File: src/core/iep_pkg.sv
/*
  Shared constants and types of the integrated endpoint core.
  Assumes a single 10 MHz core clock and an ECAM window in the second-highest 256 MB slot (address bits 31:28 = 0xE).
*/
package iep_pkg;
  // ----------------------------------------------------------------
  // Timing and sizes
  // ----------------------------------------------------------------
  localparam int CLK_NS = 100;
  localparam int INIT_NS = 1000000;
  localparam int INIT_CYC = (INIT_NS + CLK_NS - 1) / CLK_NS;
  localparam int PASID_W = 20;
  localparam int MEM_WORDS = 32;
  localparam logic [5:0] PEND_MAX = 6'h3f;
  // ----------------------------------------------------------------
  // Identity and decode
  // ----------------------------------------------------------------
  localparam logic [3:0] ECAM_HI = 4'he;
  localparam logic [15:0] VEN_ID = 16'h1234; // Arbitrary value
  localparam logic [15:0] DEV_ID = 16'h5678; // Arbitrary value
  localparam logic [31:0] CLASS_RV = 32'h0880_0000;
  localparam logic [31:0] CAP_PTR = 32'h0000_0040;
  localparam logic [31:0] BAR_MSK = 32'hffff_f000;
  localparam logic [31:0] CMD_MSK = 32'h0000_0006;
  localparam logic [31:0] STS_RV = 32'h0010_0000;
  // ----------------------------------------------------------------
  // Config dword indices
  // ----------------------------------------------------------------
  localparam logic [9:0] R_ID = 10'h000;
  localparam logic [9:0] R_CMD = 10'h001;
  localparam logic [9:0] R_CLS = 10'h002;
  localparam logic [9:0] R_BAR = 10'h004;
  localparam logic [9:0] R_CAPP = 10'h00d;
  localparam logic [9:0] R_PM = 10'h010;
  localparam logic [9:0] R_PMCS = 10'h011;
  localparam logic [9:0] R_MSI = 10'h014;
  localparam logic [9:0] R_MSIA = 10'h015;
  localparam logic [9:0] R_MSID = 10'h016;
  localparam logic [9:0] R_PCIE = 10'h018;
  localparam logic [9:0] R_DCAP = 10'h019;
  localparam logic [9:0] R_DCTL = 10'h01a;
  localparam logic [9:0] R_AER = 10'h040;
  localparam logic [9:0] R_AERS = 10'h041;
  localparam logic [9:0] R_ACS = 10'h050;
  localparam logic [9:0] R_ATS = 10'h060;
  localparam logic [9:0] R_PRI = 10'h070;
  localparam logic [9:0] R_PAS = 10'h080;
  localparam logic [5:0] R_SCR = 6'h03;
  // ----------------------------------------------------------------
  // Capability headers and field positions
  // ----------------------------------------------------------------
  localparam logic [31:0] PM_HDR = 32'h0003_5001;
  localparam logic [31:0] MSI_HDR = 32'h0000_6005;
  localparam logic [31:0] PCIE_HDR = 32'h0092_0010;
  localparam logic [31:0] DCAP_RV = 32'h1000_8020;
  localparam logic [31:0] AER_HDR = 32'h1401_0001;
  localparam logic [31:0] ACS_HDR = 32'h1801_000d;
  localparam logic [31:0] ATS_HDR = 32'h1c01_000f;
  localparam logic [31:0] PRI_HDR = 32'h2001_0013;
  localparam logic [31:0] PAS_HDR = 32'h0001_001b;
  localparam int B_MEM = 1;
  localparam int B_BM = 2;
  localparam int B_FLR = 15;
  localparam int B_TP = 21;
  localparam int B_PMEEN = 8;
  localparam int B_PMES = 15;
  localparam int B_MSIEN = 16;
  localparam int B_ACSV = 21;
  localparam logic [1:0] D0 = 2'h0;
  localparam logic [1:0] D3 = 2'h3;
  localparam logic [7:0] PME_CODE = 8'h18;
  localparam logic [1:0] ST_SC = 2'h0;
  localparam logic [1:0] ST_UR = 2'h1;
  localparam logic [1:0] ST_CRS = 2'h2;
  // ----------------------------------------------------------------
  // Types
  // ----------------------------------------------------------------
  typedef enum logic [1:0] {K_MEM = 2'b00, K_MSI = 2'b01, K_PME = 2'b10} iep_kind_t;
  typedef enum logic [1:0] {S_IDLE = 2'b00, S_MEM = 2'b01, S_CPL = 2'b10} iep_st_t;
  typedef struct packed {
    logic wr;
    logic [31:0] addr;
    logic [31:0] data;
    logic [3:0] be;
  } iep_req_t;
  typedef struct packed {
    logic [1:0] sts;
    logic [31:0] data;
  } iep_cpl_t;
  typedef struct packed {
    logic wr;
    logic [31:0] addr;
    logic [31:0] data;
    logic [PASID_W-1:0] pasid;
    logic pasid_vld;
    logic peer;
  } iep_dma_t;
  typedef struct packed {
    iep_kind_t kind;
    logic wr;
    logic [31:0] addr;
    logic [31:0] data;
    logic [15:0] sid;
    logic [PASID_W-1:0] ssid;
    logic pasid_vld;
    logic peer;
  } iep_out_t;
endpackage

File: src/core/iep_core.sv
/*
  Integrated endpoint core: config decode, BAR memory, MSI, PME, outbound path.
  Assumes requests and completions share core_clk; far side is the MMU port.
*/
// Notes on behaviour
// - PASID paths are at least 16 bits
// - PTM time taken from system counter
// - ECAM window hits become config requests
// - Bus and device numbers come from straps
// - Early vendor ID read answers retry status
// - Other early config reads return all ones
// - BAR readable, writable, reprogrammable at runtime
// - BAR decodes memory space only
// - Interrupts sent as MSI writes only
// - Inbound requests and completions stay ordered
// - Outbound writes leave in issue order
// - Reads never pass earlier writes
// - Pending bit clears after all reads complete
// - ATS capability present
// - PRI capability present
// - PASID presented as substream index
// - Stream index built from bus/device/function
// - Function level reset supported
// - Power states and PM capability supported
// - Wake sends PME to event collector
// - ACS present, violations logged through AER
// - Peer requests go through MMU checking
`timescale 1ns/10ps
`default_nettype none
module iep_core import iep_pkg::*; #(
  parameter int INIT_CYCLES = INIT_CYC
) (
  input wire logic core_clk,
  input wire logic rstn,
  input wire logic [7:0] bus_num,
  input wire logic [4:0] dev_num,
  input wire logic crs_vis_en,
  input wire logic req_vld,
  output logic req_rdy,
  input wire iep_req_t req,
  output logic cpl_vld,
  input wire logic cpl_rdy,
  output var iep_cpl_t cpl,
  input wire logic dma_vld,
  output logic dma_rdy,
  input wire iep_dma_t dma,
  output logic out_vld,
  input wire logic out_rdy,
  output var iep_out_t out,
  input wire logic rd_done,
  input wire logic acs_err,
  input wire logic usr_irq,
  input wire logic usr_wake,
  input wire logic [63:0] sys_cnt,
  output logic [63:0] ptm_time,
  output logic [1:0] pwr_state,
  output logic trans_pend,
  output logic flr_pulse
);

  // ----------------------------------------------------------------
  // State
  // ----------------------------------------------------------------
  iep_st_t st_ff;
  iep_cpl_t cpl_ff, nxt_cpl;
  iep_out_t out_ff, nxt_out;
  logic [12:0] bd_ff;
  logic flr_ff;
  logic [13:0] init_ff;
  logic [31:0] cmd_ff, bar_ff, pmcs_ff, msia_ff;
  logic [15:0] msid_ff;
  logic msien_ff, acsv_ff, irq_ff, pme_ff, out_vld_ff;
  logic [5:0] pend_ff;
  logic [63:0] ptm_ff;
  logic [31:0] wmask, rdat, mem_rd;
  logic [9:0] ridx;
  logic acc, cfg_hit, fn0, init_rdy, mem_hit, vid_rd, scr, use_mem;
  logic cfg_wr, ld, msi_go, dma_ok;

  // ----------------------------------------------------------------
  // Request decode
  // ----------------------------------------------------------------
  // Byte enables widened to a bit mask
  for (genvar i = 0; i < 4; i++) begin : g_be
    assign wmask[8*i+:8] = {8{req.be[i]}};
  end

  assign ridx = req.addr[11:2];
  assign fn0 = req.addr[14:12] == 3'h0;
  assign init_rdy = init_ff == 14'h0;
  assign acc = req_vld && req_rdy;
  assign cfg_hit = req.addr[31:28] == ECAM_HI && req.addr[27:15] == bd_ff;
  assign mem_hit = !cfg_hit && cmd_ff[B_MEM] && pmcs_ff[1:0] == D0
                   && req.addr[31:12] == bar_ff[31:12];
  assign vid_rd = !req.wr && ridx == R_ID && &req.be[1:0];
  assign scr = ridx[9:4] == R_SCR;
  assign use_mem = init_rdy && ((cfg_hit && fn0 && scr) || mem_hit);
  assign cfg_wr = acc && cfg_hit && fn0 && init_rdy && req.wr;

  // Merge written bytes into a field under a writable mask
  function automatic logic [31:0] mrg(logic [31:0] o, logic [31:0] m,
                                      logic [31:0] d, logic [31:0] wm);
    return (o & ~(m & wm)) | (d & m & wm);
  endfunction

  // Strap capture of bus and device number
  always_ff @(posedge core_clk or negedge rstn) begin
    if (!rstn)
      bd_ff <= '0;
    else
      bd_ff <= {bus_num, dev_num};
  end

  // Function reset strobe and post-reset settle counter
  always_ff @(posedge core_clk or negedge rstn) begin
    if (!rstn) begin
      flr_ff <= 1'b0;
      init_ff <= 14'(INIT_CYCLES);
    end else begin
      flr_ff <= cfg_wr && ridx == R_DCTL && req.data[B_FLR] && req.be[1];
      if (flr_ff)
        init_ff <= 14'(INIT_CYCLES);
      else if (!init_rdy)
        init_ff <= init_ff - 14'h1;
    end
  end

  // ----------------------------------------------------------------
  // Config registers
  // ----------------------------------------------------------------
  // Command and BAR, cleared by function reset
  always_ff @(posedge core_clk or negedge rstn) begin
    if (!rstn) begin
      cmd_ff <= '0;
      bar_ff <= '0;
    end else if (flr_ff) begin
      cmd_ff <= '0;
      bar_ff <= '0;
    end else if (cfg_wr) begin
      if (ridx == R_CMD)
        cmd_ff <= mrg(cmd_ff, CMD_MSK, req.data, wmask);
      if (ridx == R_BAR)
        bar_ff <= mrg(bar_ff, BAR_MSK, req.data, wmask);
    end
  end

  // Power control: only D0 and D3 accepted, PME status write-one-clear
  always_ff @(posedge core_clk or negedge rstn) begin
    if (!rstn)
      pmcs_ff <= '0;
    else if (flr_ff)
      pmcs_ff <= '0;
    else begin
      if (cfg_wr && ridx == R_PMCS && req.be[0]
          && (req.data[1:0] == D0 || req.data[1:0] == D3))
        pmcs_ff[1:0] <= req.data[1:0];
      if (cfg_wr && ridx == R_PMCS && req.be[1])
        pmcs_ff[B_PMEEN] <= req.data[B_PMEEN];
      if (usr_wake && pmcs_ff[B_PMEEN] && pmcs_ff[1:0] != D0)
        pmcs_ff[B_PMES] <= 1'b1;
      else if (cfg_wr && ridx == R_PMCS && req.be[1] && req.data[B_PMES])
        pmcs_ff[B_PMES] <= 1'b0;
    end
  end

  // MSI address, data and enable
  always_ff @(posedge core_clk or negedge rstn) begin
    if (!rstn) begin
      msien_ff <= 1'b0;
      msia_ff <= '0;
      msid_ff <= '0;
    end else if (flr_ff) begin
      msien_ff <= 1'b0;
      msia_ff <= '0;
      msid_ff <= '0;
    end else if (cfg_wr) begin
      if (ridx == R_MSI && req.be[2])
        msien_ff <= req.data[B_MSIEN];
      if (ridx == R_MSIA)
        msia_ff <= mrg(msia_ff, 32'hffff_fffc, req.data, wmask);
      if (ridx == R_MSID)
        msid_ff <= 16'(mrg({16'h0, msid_ff}, 32'h0000_ffff, req.data, wmask));
    end
  end

  // ACS violation logged in AER status, write-one-clear, set wins
  always_ff @(posedge core_clk or negedge rstn) begin
    if (!rstn)
      acsv_ff <= 1'b0;
    else if (acs_err)
      acsv_ff <= 1'b1;
    else if (flr_ff || (cfg_wr && ridx == R_AERS && req.be[2] && req.data[B_ACSV]))
      acsv_ff <= 1'b0;
  end

  // Config read data
  always_comb begin
    unique case (ridx)
      R_ID: rdat = {DEV_ID, VEN_ID};
      R_CMD: rdat = STS_RV | cmd_ff;
      R_CLS: rdat = CLASS_RV;
      R_BAR: rdat = bar_ff;
      R_CAPP: rdat = CAP_PTR;
      R_PM: rdat = PM_HDR;
      R_PMCS: rdat = pmcs_ff;
      R_MSI: rdat = MSI_HDR | {15'h0, msien_ff, 16'h0};
      R_MSIA: rdat = msia_ff;
      R_MSID: rdat = {16'h0, msid_ff};
      R_PCIE: rdat = PCIE_HDR;
      R_DCAP: rdat = DCAP_RV;
      R_DCTL: rdat = {10'h0, trans_pend, 21'h0};
      R_AER: rdat = AER_HDR;
      R_AERS: rdat = {10'h0, acsv_ff, 21'h0};
      R_ACS: rdat = ACS_HDR;
      R_ATS: rdat = ATS_HDR;
      R_PRI: rdat = PRI_HDR;
      R_PAS: rdat = PAS_HDR;
      default: rdat = '0;
    endcase
  end

  // ----------------------------------------------------------------
  // Completion path
  // ----------------------------------------------------------------
  iep_mem u_mem (
    .core_clk(core_clk),
    .rstn(rstn),
    .we(acc && req.wr && use_mem),
    .re(acc && !req.wr && use_mem),
    .addr({mem_hit, cfg_hit ? ridx[3:0] : req.addr[5:2]}),
    .wdata(req.data),
    .wmask(wmask),
    .rdata(mem_rd)
  );

  // Completion status and data chosen at acceptance; store read data replaced from the store in S_MEM
  always_comb begin
    nxt_cpl = '{sts: ST_SC, data: '1};
    if (cfg_hit && !init_rdy) begin
      if (vid_rd && crs_vis_en)
        nxt_cpl.sts = ST_CRS;
    end else if (cfg_hit && !fn0)
      nxt_cpl.sts = ST_UR;
    else if (cfg_hit)
      nxt_cpl.data = req.wr ? 32'h0 : rdat;
    else if (!mem_hit)
      nxt_cpl.sts = ST_UR;
    else
      nxt_cpl.data = 32'h0;
  end

  // One request in flight; completion held until taken
  always_ff @(posedge core_clk or negedge rstn) begin
    if (!rstn) begin
      st_ff <= S_IDLE;
      cpl_ff <= '0;
    end else begin
      unique case (st_ff)
        S_IDLE: if (acc) begin
          cpl_ff <= nxt_cpl;
          st_ff <= (use_mem && !req.wr) ? S_MEM : S_CPL;
        end
        S_MEM: begin
          cpl_ff.data <= mem_rd;
          st_ff <= S_CPL;
        end
        S_CPL: if (cpl_rdy)
          st_ff <= S_IDLE;
        default: st_ff <= S_IDLE;
      endcase
    end
  end

  assign req_rdy = st_ff == S_IDLE;
  assign cpl_vld = st_ff == S_CPL;
  assign cpl = cpl_ff;

  // ----------------------------------------------------------------
  // Outbound path towards the MMU
  // ----------------------------------------------------------------
  assign ld = !out_vld_ff || out_rdy;
  assign msi_go = irq_ff && msien_ff && cmd_ff[B_BM];
  assign dma_ok = dma_vld && cmd_ff[B_BM] && pend_ff != PEND_MAX;
  assign dma_rdy = ld && !pme_ff && !msi_go && cmd_ff[B_BM] && pend_ff != PEND_MAX;

  // Pending interrupt and wake events, set wins over take
  always_ff @(posedge core_clk or negedge rstn) begin
    if (!rstn) begin
      irq_ff <= 1'b0;
      pme_ff <= 1'b0;
    end else begin
      irq_ff <= usr_irq || (irq_ff && !(ld && !pme_ff && msi_go) && !flr_ff);
      pme_ff <= (usr_wake && pmcs_ff[B_PMEEN] && pmcs_ff[1:0] != D0)
                || (pme_ff && !ld);
    end
  end

  // Next outbound word: wake, then interrupt, then user traffic
  always_comb begin
    nxt_out = '0;
    nxt_out.sid = {bd_ff, 3'h0};
    nxt_out.wr = 1'b1;
    if (pme_ff) begin
      nxt_out.kind = K_PME;
      nxt_out.data = {24'h0, PME_CODE};
    end else if (msi_go) begin
      nxt_out.kind = K_MSI;
      nxt_out.addr = msia_ff;
      nxt_out.data = {16'h0, msid_ff};
    end else begin
      nxt_out.kind = K_MEM;
      nxt_out.wr = dma.wr;
      nxt_out.addr = dma.addr;
      nxt_out.data = dma.data;
      nxt_out.ssid = dma.pasid;
      nxt_out.pasid_vld = dma.pasid_vld;
      nxt_out.peer = dma.peer;
    end
  end

  // Single in-order stage keeps writes and later reads in issue order
  always_ff @(posedge core_clk or negedge rstn) begin
    if (!rstn) begin
      out_vld_ff <= 1'b0;
      out_ff <= '0;
    end else if (ld) begin
      out_vld_ff <= pme_ff || msi_go || dma_ok;
      out_ff <= nxt_out;
    end
  end

  assign out_vld = out_vld_ff;
  assign out = out_ff;

  // Outstanding read count
  always_ff @(posedge core_clk or negedge rstn) begin
    if (!rstn)
      pend_ff <= '0;
    else if (dma_vld && dma_rdy && !dma.wr && !rd_done)
      pend_ff <= pend_ff + 6'h1;
    else if (rd_done && !(dma_vld && dma_rdy && !dma.wr) && pend_ff != 6'h0)
      pend_ff <= pend_ff - 6'h1;
  end

  // Time stamp source
  always_ff @(posedge core_clk or negedge rstn) begin
    if (!rstn)
      ptm_ff <= '0;
    else
      ptm_ff <= sys_cnt;
  end

  assign trans_pend = pend_ff != 6'h0;
  assign ptm_time = ptm_ff;
  assign pwr_state = pmcs_ff[1:0];
  assign flr_pulse = flr_ff;
endmodule
`default_nettype wire

File: src/core/iep_mem.sv
/*
  Small word store behind the endpoint: scratch config dwords and BAR memory.
  Assumes one writer and one reader per cycle; read data appear one cycle later.
*/
`timescale 1ns/10ps
`default_nettype none
module iep_mem import iep_pkg::*; (
  input wire logic core_clk,
  input wire logic rstn,
  input wire logic we,
  input wire logic re,
  input wire logic [4:0] addr,
  input wire logic [31:0] wdata,
  input wire logic [31:0] wmask,
  output logic [31:0] rdata
);
  logic [31:0] mem [MEM_WORDS];
  logic [31:0] rdata_ff;

  // Masked write
  always_ff @(posedge core_clk) begin
    if (we)
      mem[addr] <= (mem[addr] & ~wmask) | (wdata & wmask);
  end

  // Registered read
  always_ff @(posedge core_clk or negedge rstn) begin
    if (!rstn)
      rdata_ff <= '0;
    else if (re)
      rdata_ff <= mem[addr];
  end

  assign rdata = rdata_ff;
endmodule
`default_nettype wire

File: config.mk
export PLATFORM = sky130hd
export DESIGN_NAME = iep_core
export DESIGN_NICKNAME = d
export VERILOG_FILES = /design/src/core/iep_pkg.sv /design/src/core/iep_core.sv /design/src/core/iep_mem.sv
export SDC_FILE = /design/constraint.sdc
export NUM_CORES = 2
export LEC_CHECK = 0
export ABC_CLOCK_PERIOD_IN_PS = 5800
export BUFFER_PORTS_ARGS = -buffer_cell sky130_fd_sc_hd__buf_2
export CORE_MARGIN = 5
export CORE_UTILIZATION = 25
export DETAILED_ROUTE_END_ITERATION = 6
export PLACE_DENSITY_LB_ADDON = 0.3
export SYNTH_ARGS = -nofsm -noshare
export SYNTH_HDL_FRONTEND = slang
export SYNTH_SLANG_ARGS = --single-unit
File: constraint.sdc
create_clock -name core_clk -period 5.8 [get_ports core_clk]
set_clock_uncertainty 0.15 [all_clocks]
set_input_delay 0.29 -clock core_clk [delete_from_list [all_inputs] [get_ports core_clk]]
set_output_delay 0.29 -clock core_clk [all_outputs]
set_load 0.01 [all_outputs]
==> Yosys cells after proc, flatten, opt, wreduce, memory -nomap -nowiden <==
Memories as Yosys holds them, arrays and structs flattened.
Cells that the tools add are included.
{ "totals": {"register_bits": 389, "latch_bits": 0, "mem_bits_rw": 1024, "romBits": 0, "inputBits": 244, "out_inout_bits": 211, "word_cells": 240, "memories": 1} }
{ "classes": {"add_sub_neg": 3, "mul": 0, "n_div": 0, "magnitude_cmp": 0, "n_eq_ne": 29, "shift": 0, "n_mux": 55, "n_bitwise": 20, "n_reduce_logical": 103} }
{ "memory_table": {"columns": ["memory", "words", "word_bits", "rd", "rd_ports_with_merged_regs", "write_ports", "line", "text"], "rows": [
  ["u_mem.mem", 32, 32, 1, 0, 1, "iep_mem.sv:17", "logic [31:0] mem [MEM_WORDS];"]
]} }
{ "op_table": {"columns": ["op", "count"], "rows": [
  ["32-bit one-hot mux with 19 select lines", 1],
  ["32-bit two-way mux", 16],
  ["32-bit AND", 7],
  ["32-bit OR", 4],
  ["32-bit NOT", 3],
  ["10-bit by 5-bit == test with 1-bit output, second input constant", 8],
  ["64-bit two-way mux", 1],
  ["32-bit one-hot mux with 2 select lines", 1],
  ["1-bit logical AND", 53],
  ["10-bit by 7-bit == test with 1-bit output, second input constant", 5],
  ["16-bit two-way mux", 3],
  ["22-bit two-way mux", 2],
  ["33-bit two-way mux", 1],
  ["16-bit AND", 2],
  ["3-bit by 32-bit AND with 32-bit output", 1],
  ["3-bit NOT with 32-bit output", 1],
  ["14-bit two-way mux", 2],
  ["2-bit nonzero test", 12],
  ["20-bit == test", 1],
  ["2-bit AND reduction", 9],
  ["1-bit two-way mux", 17],
  ["2-bit two-way mux", 8],
  ["16-bit NOT", 1],
  ["16-bit OR", 1],
  ["other kinds (26)", 50]
]} }

==> Logic depth before layout (Yosys ltp) <==
{ "logic_depth": {"depth_word": 13, "depth_mapped": 12, "ltp_nobuf": 12} }

==> Cells and area by module <==
Synthesis repeated with hierarchy kept, for this count alone.
{ "unflattened": {"cells_unflattened": 3522, "hier_area_um2": 54607.4} }
{ "modules_own_cells": {"columns": ["mod", "n_inst", "cells_per_inst", "area_per_inst_um2", "seq_area_each_um2"], "rows": [
  ["iep_mem", 1, 2242, 40689.0, 31550.3],
  ["iep_core", 1, 1280, 13918.3, 7838.8]
]} }

==> Least setup slack after synthesis <==
Ideal clock, no wire load.
{ "synth_path": {"path_type": "flip-flop to flip-flop", "startpoint": "register init_ff[0]", "endpoint": "memory u_mem.mem[24][0] (enable)", "setup_ns": 0.461, "arrival_ns": 4.152, "required_time_ns": 5.189, "slack_ns": 1.037, "path_stages_with_launch": 9, "path_buffers": 1, "period_less_slack_ns": 4.763, "cell_sequence": "dfrtp_1 inv_1 ha_1 nor4b_2 nand4b_2 clkbuf_1 nor2_1 nand2_1 nor3_1"} }
{ "synth_between": {"elab_chain_len": 5} }
{ "synth_lines": {"columns": ["item", "line", "text"], "rows": [
  ["start, declared", "iep_core.sv:69", "logic [13:0] init_ff;"],
  ["start signal, assigned", "iep_core.sv:118", "init_ff <= 14'(INIT_CYCLES);"],
  ["start signal, assigned", "iep_core.sv:122", "init_ff <= 14'(INIT_CYCLES);"],
  ["start signal, assigned", "iep_core.sv:124", "init_ff <= init_ff - 14'h1;"],
  ["14-bit logical NOT", "iep_core.sv:90", "assign init_rdy = init_ff == 14'h0;"],
  ["1-bit logical AND", "iep_core.sv:97", "assign use_mem = init_rdy && ((cfg_hit && fn0 && scr) || mem_hit);"],
  ["1-bit logical AND", "iep_core.sv:228", ".we(acc && req.wr && use_mem),"],
  ["1-bit two-way mux", "iep_mem.sv:22", "if (we)"],
  ["1-bit two-way mux (implied by the code)", "iep_mem.sv:23", "mem[addr] <= (mem[addr] & ~wmask) | (wdata & wmask);"],
  ["end, declared", "iep_mem.sv:17", null]
]} }
Every way passes these cells.

==> Worst setup path after layout <==
{ "layout_path": {"startpoint": "register init_ff[0]", "endpoint": "memory u_mem.mem[6][23] (enable)"} }
Same word-level chain as after synthesis.

==> results.py <==
metrics = {
    "clock_network": {
        "clk_pin_slew_ns": 0.06,
        "clk_latency_ns": 0.78,
        "postCtsSetupRepairBufs": 0,
        "cts_buffer_depth": 3,
        "cts_max_level": 4,
        "cts_tree": "yes",
        "cts_root_buf": "clkbuf_16",
        "cts_sinks": 1369,
        "cts_buffers": 137,
    },
    "yosys": {
        "seq_area_frac_synth_pct": 72.56,
        "synth_seq_cells": 1369,
        "ys_top_cells_by_area": "edfxtp_1 57%, dfrtp_1 16%, mux4_2 13%",
        "synth_top_flop_cell": "edfxtp_1",
        "yosysUniqueCellTypes": 76,
        "avgSynthCellArea_um2": 19.01,
        "synth_edf_count": 1024,
        "yosys_warnings": 0,
        "synth_common_cells": "1024 x edfxtp_1, 340 x dfrtp_1, 320 x mux4_2",
        "synth_top_area_cell": "edfxtp_1",
        "netlist_area_um2": 54280,
        "synthArstFlopShare_pct": 25.20,
        "synth_most_common_cell": "edfxtp_1",
        "synth.top_cell.area_share_pct": 56.65,
        "netlist_instances": 2856,
    },
    "run_status": {
        "outcome": "complete, no violations",
    },
    "global_route": {
        "grt_usage_pct": 15.53,
        "grt.overflow.total": 0,
        "grt_pass1_wl_mm": 250.4,
        "grt_pass1_vias": 32470,
        "antenna_found_initial": 21,
        "top_usage_layer": "met2",
        "grt_max_degree": 102,
        "use_met2_pct": 27.47,
        "grt_util_met3_pct": 2.958,
        "met1_usage_pct": 18.56,
    },
    "floorplanning": {
        "core.rowCount": 171,
        "die-width_um": 476.0,
        "io_pins": 455,
        "initial_utilization_pct": 25.07,
        "coreArea_um2": 216500,
        "die_y_um": 476.0,
        "die-area_um2": 226600,
    },
    "cells_and_area": {
        "drive_gt1_share_pct": 32.70,
        "final_area_um2": 67790,
        "n_fill_cell": 20910,
        "finalNetCount": 3896,
        "syn_to_final_growth_pct": 24.88,
    },
    "setup_path": {
        "path_class": "reg -> reg",
        "critPathRequiredTime_ns": 6.09,
        "crit_fanout": 17,
        "end_kind": "register",
        "startpoint_type": "register",
        "rrSetupSlack_ns": 1.66,
        "worst_ep_arrival_time_ns": 4.43,
    },
    "power_and_ir_drop": {
        "vdd_drop_max_uv": 309.5,
        "cellPowerDensity_nw_per_um2": 315.3,
        "p_leak_nw": 24.14,
    },
    "detailed_routing": {
        "final_antenna_net_count": 0,
        "vias_per_cell": 4.741,
        "wl_per_cell_um": 27.32,
        "postRouteWirelength_mm": 180.7,
        "drc_errors": 0,
        "first_iter_violations": 2572,
        "dr.pass1.iters": 7,
        "num_vias": 31360,
    },
    "sta": {
        "slew_viol_final": 0,
        "hold_viol": 0,
        "period_share_pct": 71.37,
        "period_needed_ns": 4.139,
        "worstMarginPinSlew_ns": 1.239,
        "fmax_ghz": 0.2416,
        "rsz0062_at_grt": "false",
        "setup_viol": 0,
        "tns_ns": 0,
        "relSlewSlack_pct": 16.95,
    },
    "placed_design": {
        "portBuffers": 449,
        "place_congestion": 0.8490,
        "placed_area_um2": 60500,
        "hpwl_mm": 111.1,
    },
    "flow_run": {
        "max-cap-violations": 0,
    },
    "worst_hold_path": {
        "hp-class": "in -> reg",
    },
}
-- worst max-delay path, cell delays in order, from the launching register on --
cell	delay, ns
dfrtp_1	0.41
inv_1	0.08
ha_1	0.22
nor4b_2	0.35
nand4b_2	0.44
nor2_1	0.57
nand3_1	0.41
nor2_4	0.84
buf_12	0.29
-- area by class of cell --
class                           instances  area (um^2)  share of cell area (%)
Timing Repair Buffer                  817         5942                   8.765
Antenna cell                            6        15.01                 0.02215
Multi-Input combinational cell       1306        14410                   21.25
Inverter                               15        56.30                 0.08305
Sequential cell                      1369        39390                   58.11
Clock buffer                          185         3792                   5.594
Tap cell                             2854         3571                   5.268
Clock inverter                         63        614.3                  0.9062
-- logic make-up (layout without fill, tap and decap cells) --
group           Yosys count  count (layout)  share of synthesized area [%]
compound gates          273             273                          3.504
xor+xnor                 46              46                         0.7422
fa+ha+maj                 6               6                         0.1521
buf+inv                 183            1080                          1.438
flops                  1369            1369                          72.56
mux                     534             534                          17.45
other cells               1               9                       0.006908
simple gates            444             444                          4.142
-- flip-flops by register name, summed over array words and instances (netlist names), 2 cells and up --
| register | cells |
|---|---|
| msia_ff | 30 |
| u_mem.rdata | 32 |
| ptm_time | 64 |
| msid_ff | 16 |
| st_ff | 2 |
| bd_ff | 13 |
| bar_ff | 20 |
| u_mem.mem | 1024 |
| cmd_ff | 2 |
| init_ff | 14 |
| out | 102 |
| cpl | 34 |
| pend_ff | 6 |
| pmcs_ff | 4 |
-- cells in the final DEF, fill, tap and decap left out, types with 21 or more instances in the layout --
master,n
buf_2,444
clkbuf_16,140
o21ai_0,65
mux4_2,320
clkinv_2,21
dlygate4sd3_1,284
nor2_4,22
buf_4,71
nor2_1,104
xnor2_1,28
a221oi_1,29
clkbuf_1,33
nand2_1,163
edfxtp_1,1024
a21oi_1,42
dfrtp_1,339
a22o_1,50
mux2_2,100
mux2i_1,114
-- what timing repair did --
item | 4_1_cts | 5_1_grt
hold buffers | 285 | 0
endpoints found under the hold margin | 358 | 0
resized for setup | 0 | 0
-- metrics by stage --
stage | worst slack [ns] | utilization (%) | cells | power (mW) | hold slack (ns)
6_report | 1.661 | 31.31 | 6615 | 21.38 | 0.03868
5_1_grt | 1.432 | 31.31 | 6612 | 22.07 | 0.02318
4_1_cts | 1.683 | 31.30 | 6609 | 21.61 | 0.002148
3_5_place_dp | 1.728 | 27.94 | 6076 | 12.61 | 0.2011
3_3_place_gp | 1.757 | 27.94 | 6076 | 12.59 | 0.1960
2_1_floorplan | 1.037 | - | 2858 | 11.89 | -0.1556
-- routing by layer --
metal / wire, um / part of all wire (%)
met1: 70340 / 39
met2: 91510 / 51
met3: 11190 / 6.2
met4: 7648 / 4.2
met5: 34 / 0.019
-- worst paths after layout --
| check | to | startpoint | cells past startpoint |
|---|---|---|---|
| worst max-delay path | u_mem.mem[6][23] | init_ff[0] | 8 |
| worst min-delay path | ptm_time[35] | sys_cnt[35] | 2 |
| worst max register to register | u_mem.mem[6][23] | init_ff[0] | 8 |
| worst min register to register | out[29] | out[29] | 2 |
| max in group asynchronous | ptm_time[17] | rstn | 4 |
| min in group asynchronous | bar_ff[12] | rstn | 3 |
-- where the power goes --
part | internal [mW] | total (mW) | switching [mW]
combinational | 0.679 | 1.62 | 0.937
clock | 5.04 | 8.84 | 3.79
sequential | 10.8 | 10.9 | 0.128
total | 16.5 | 21.4 | 4.86
No activity file was read; power rests on OpenSTA's default activity.
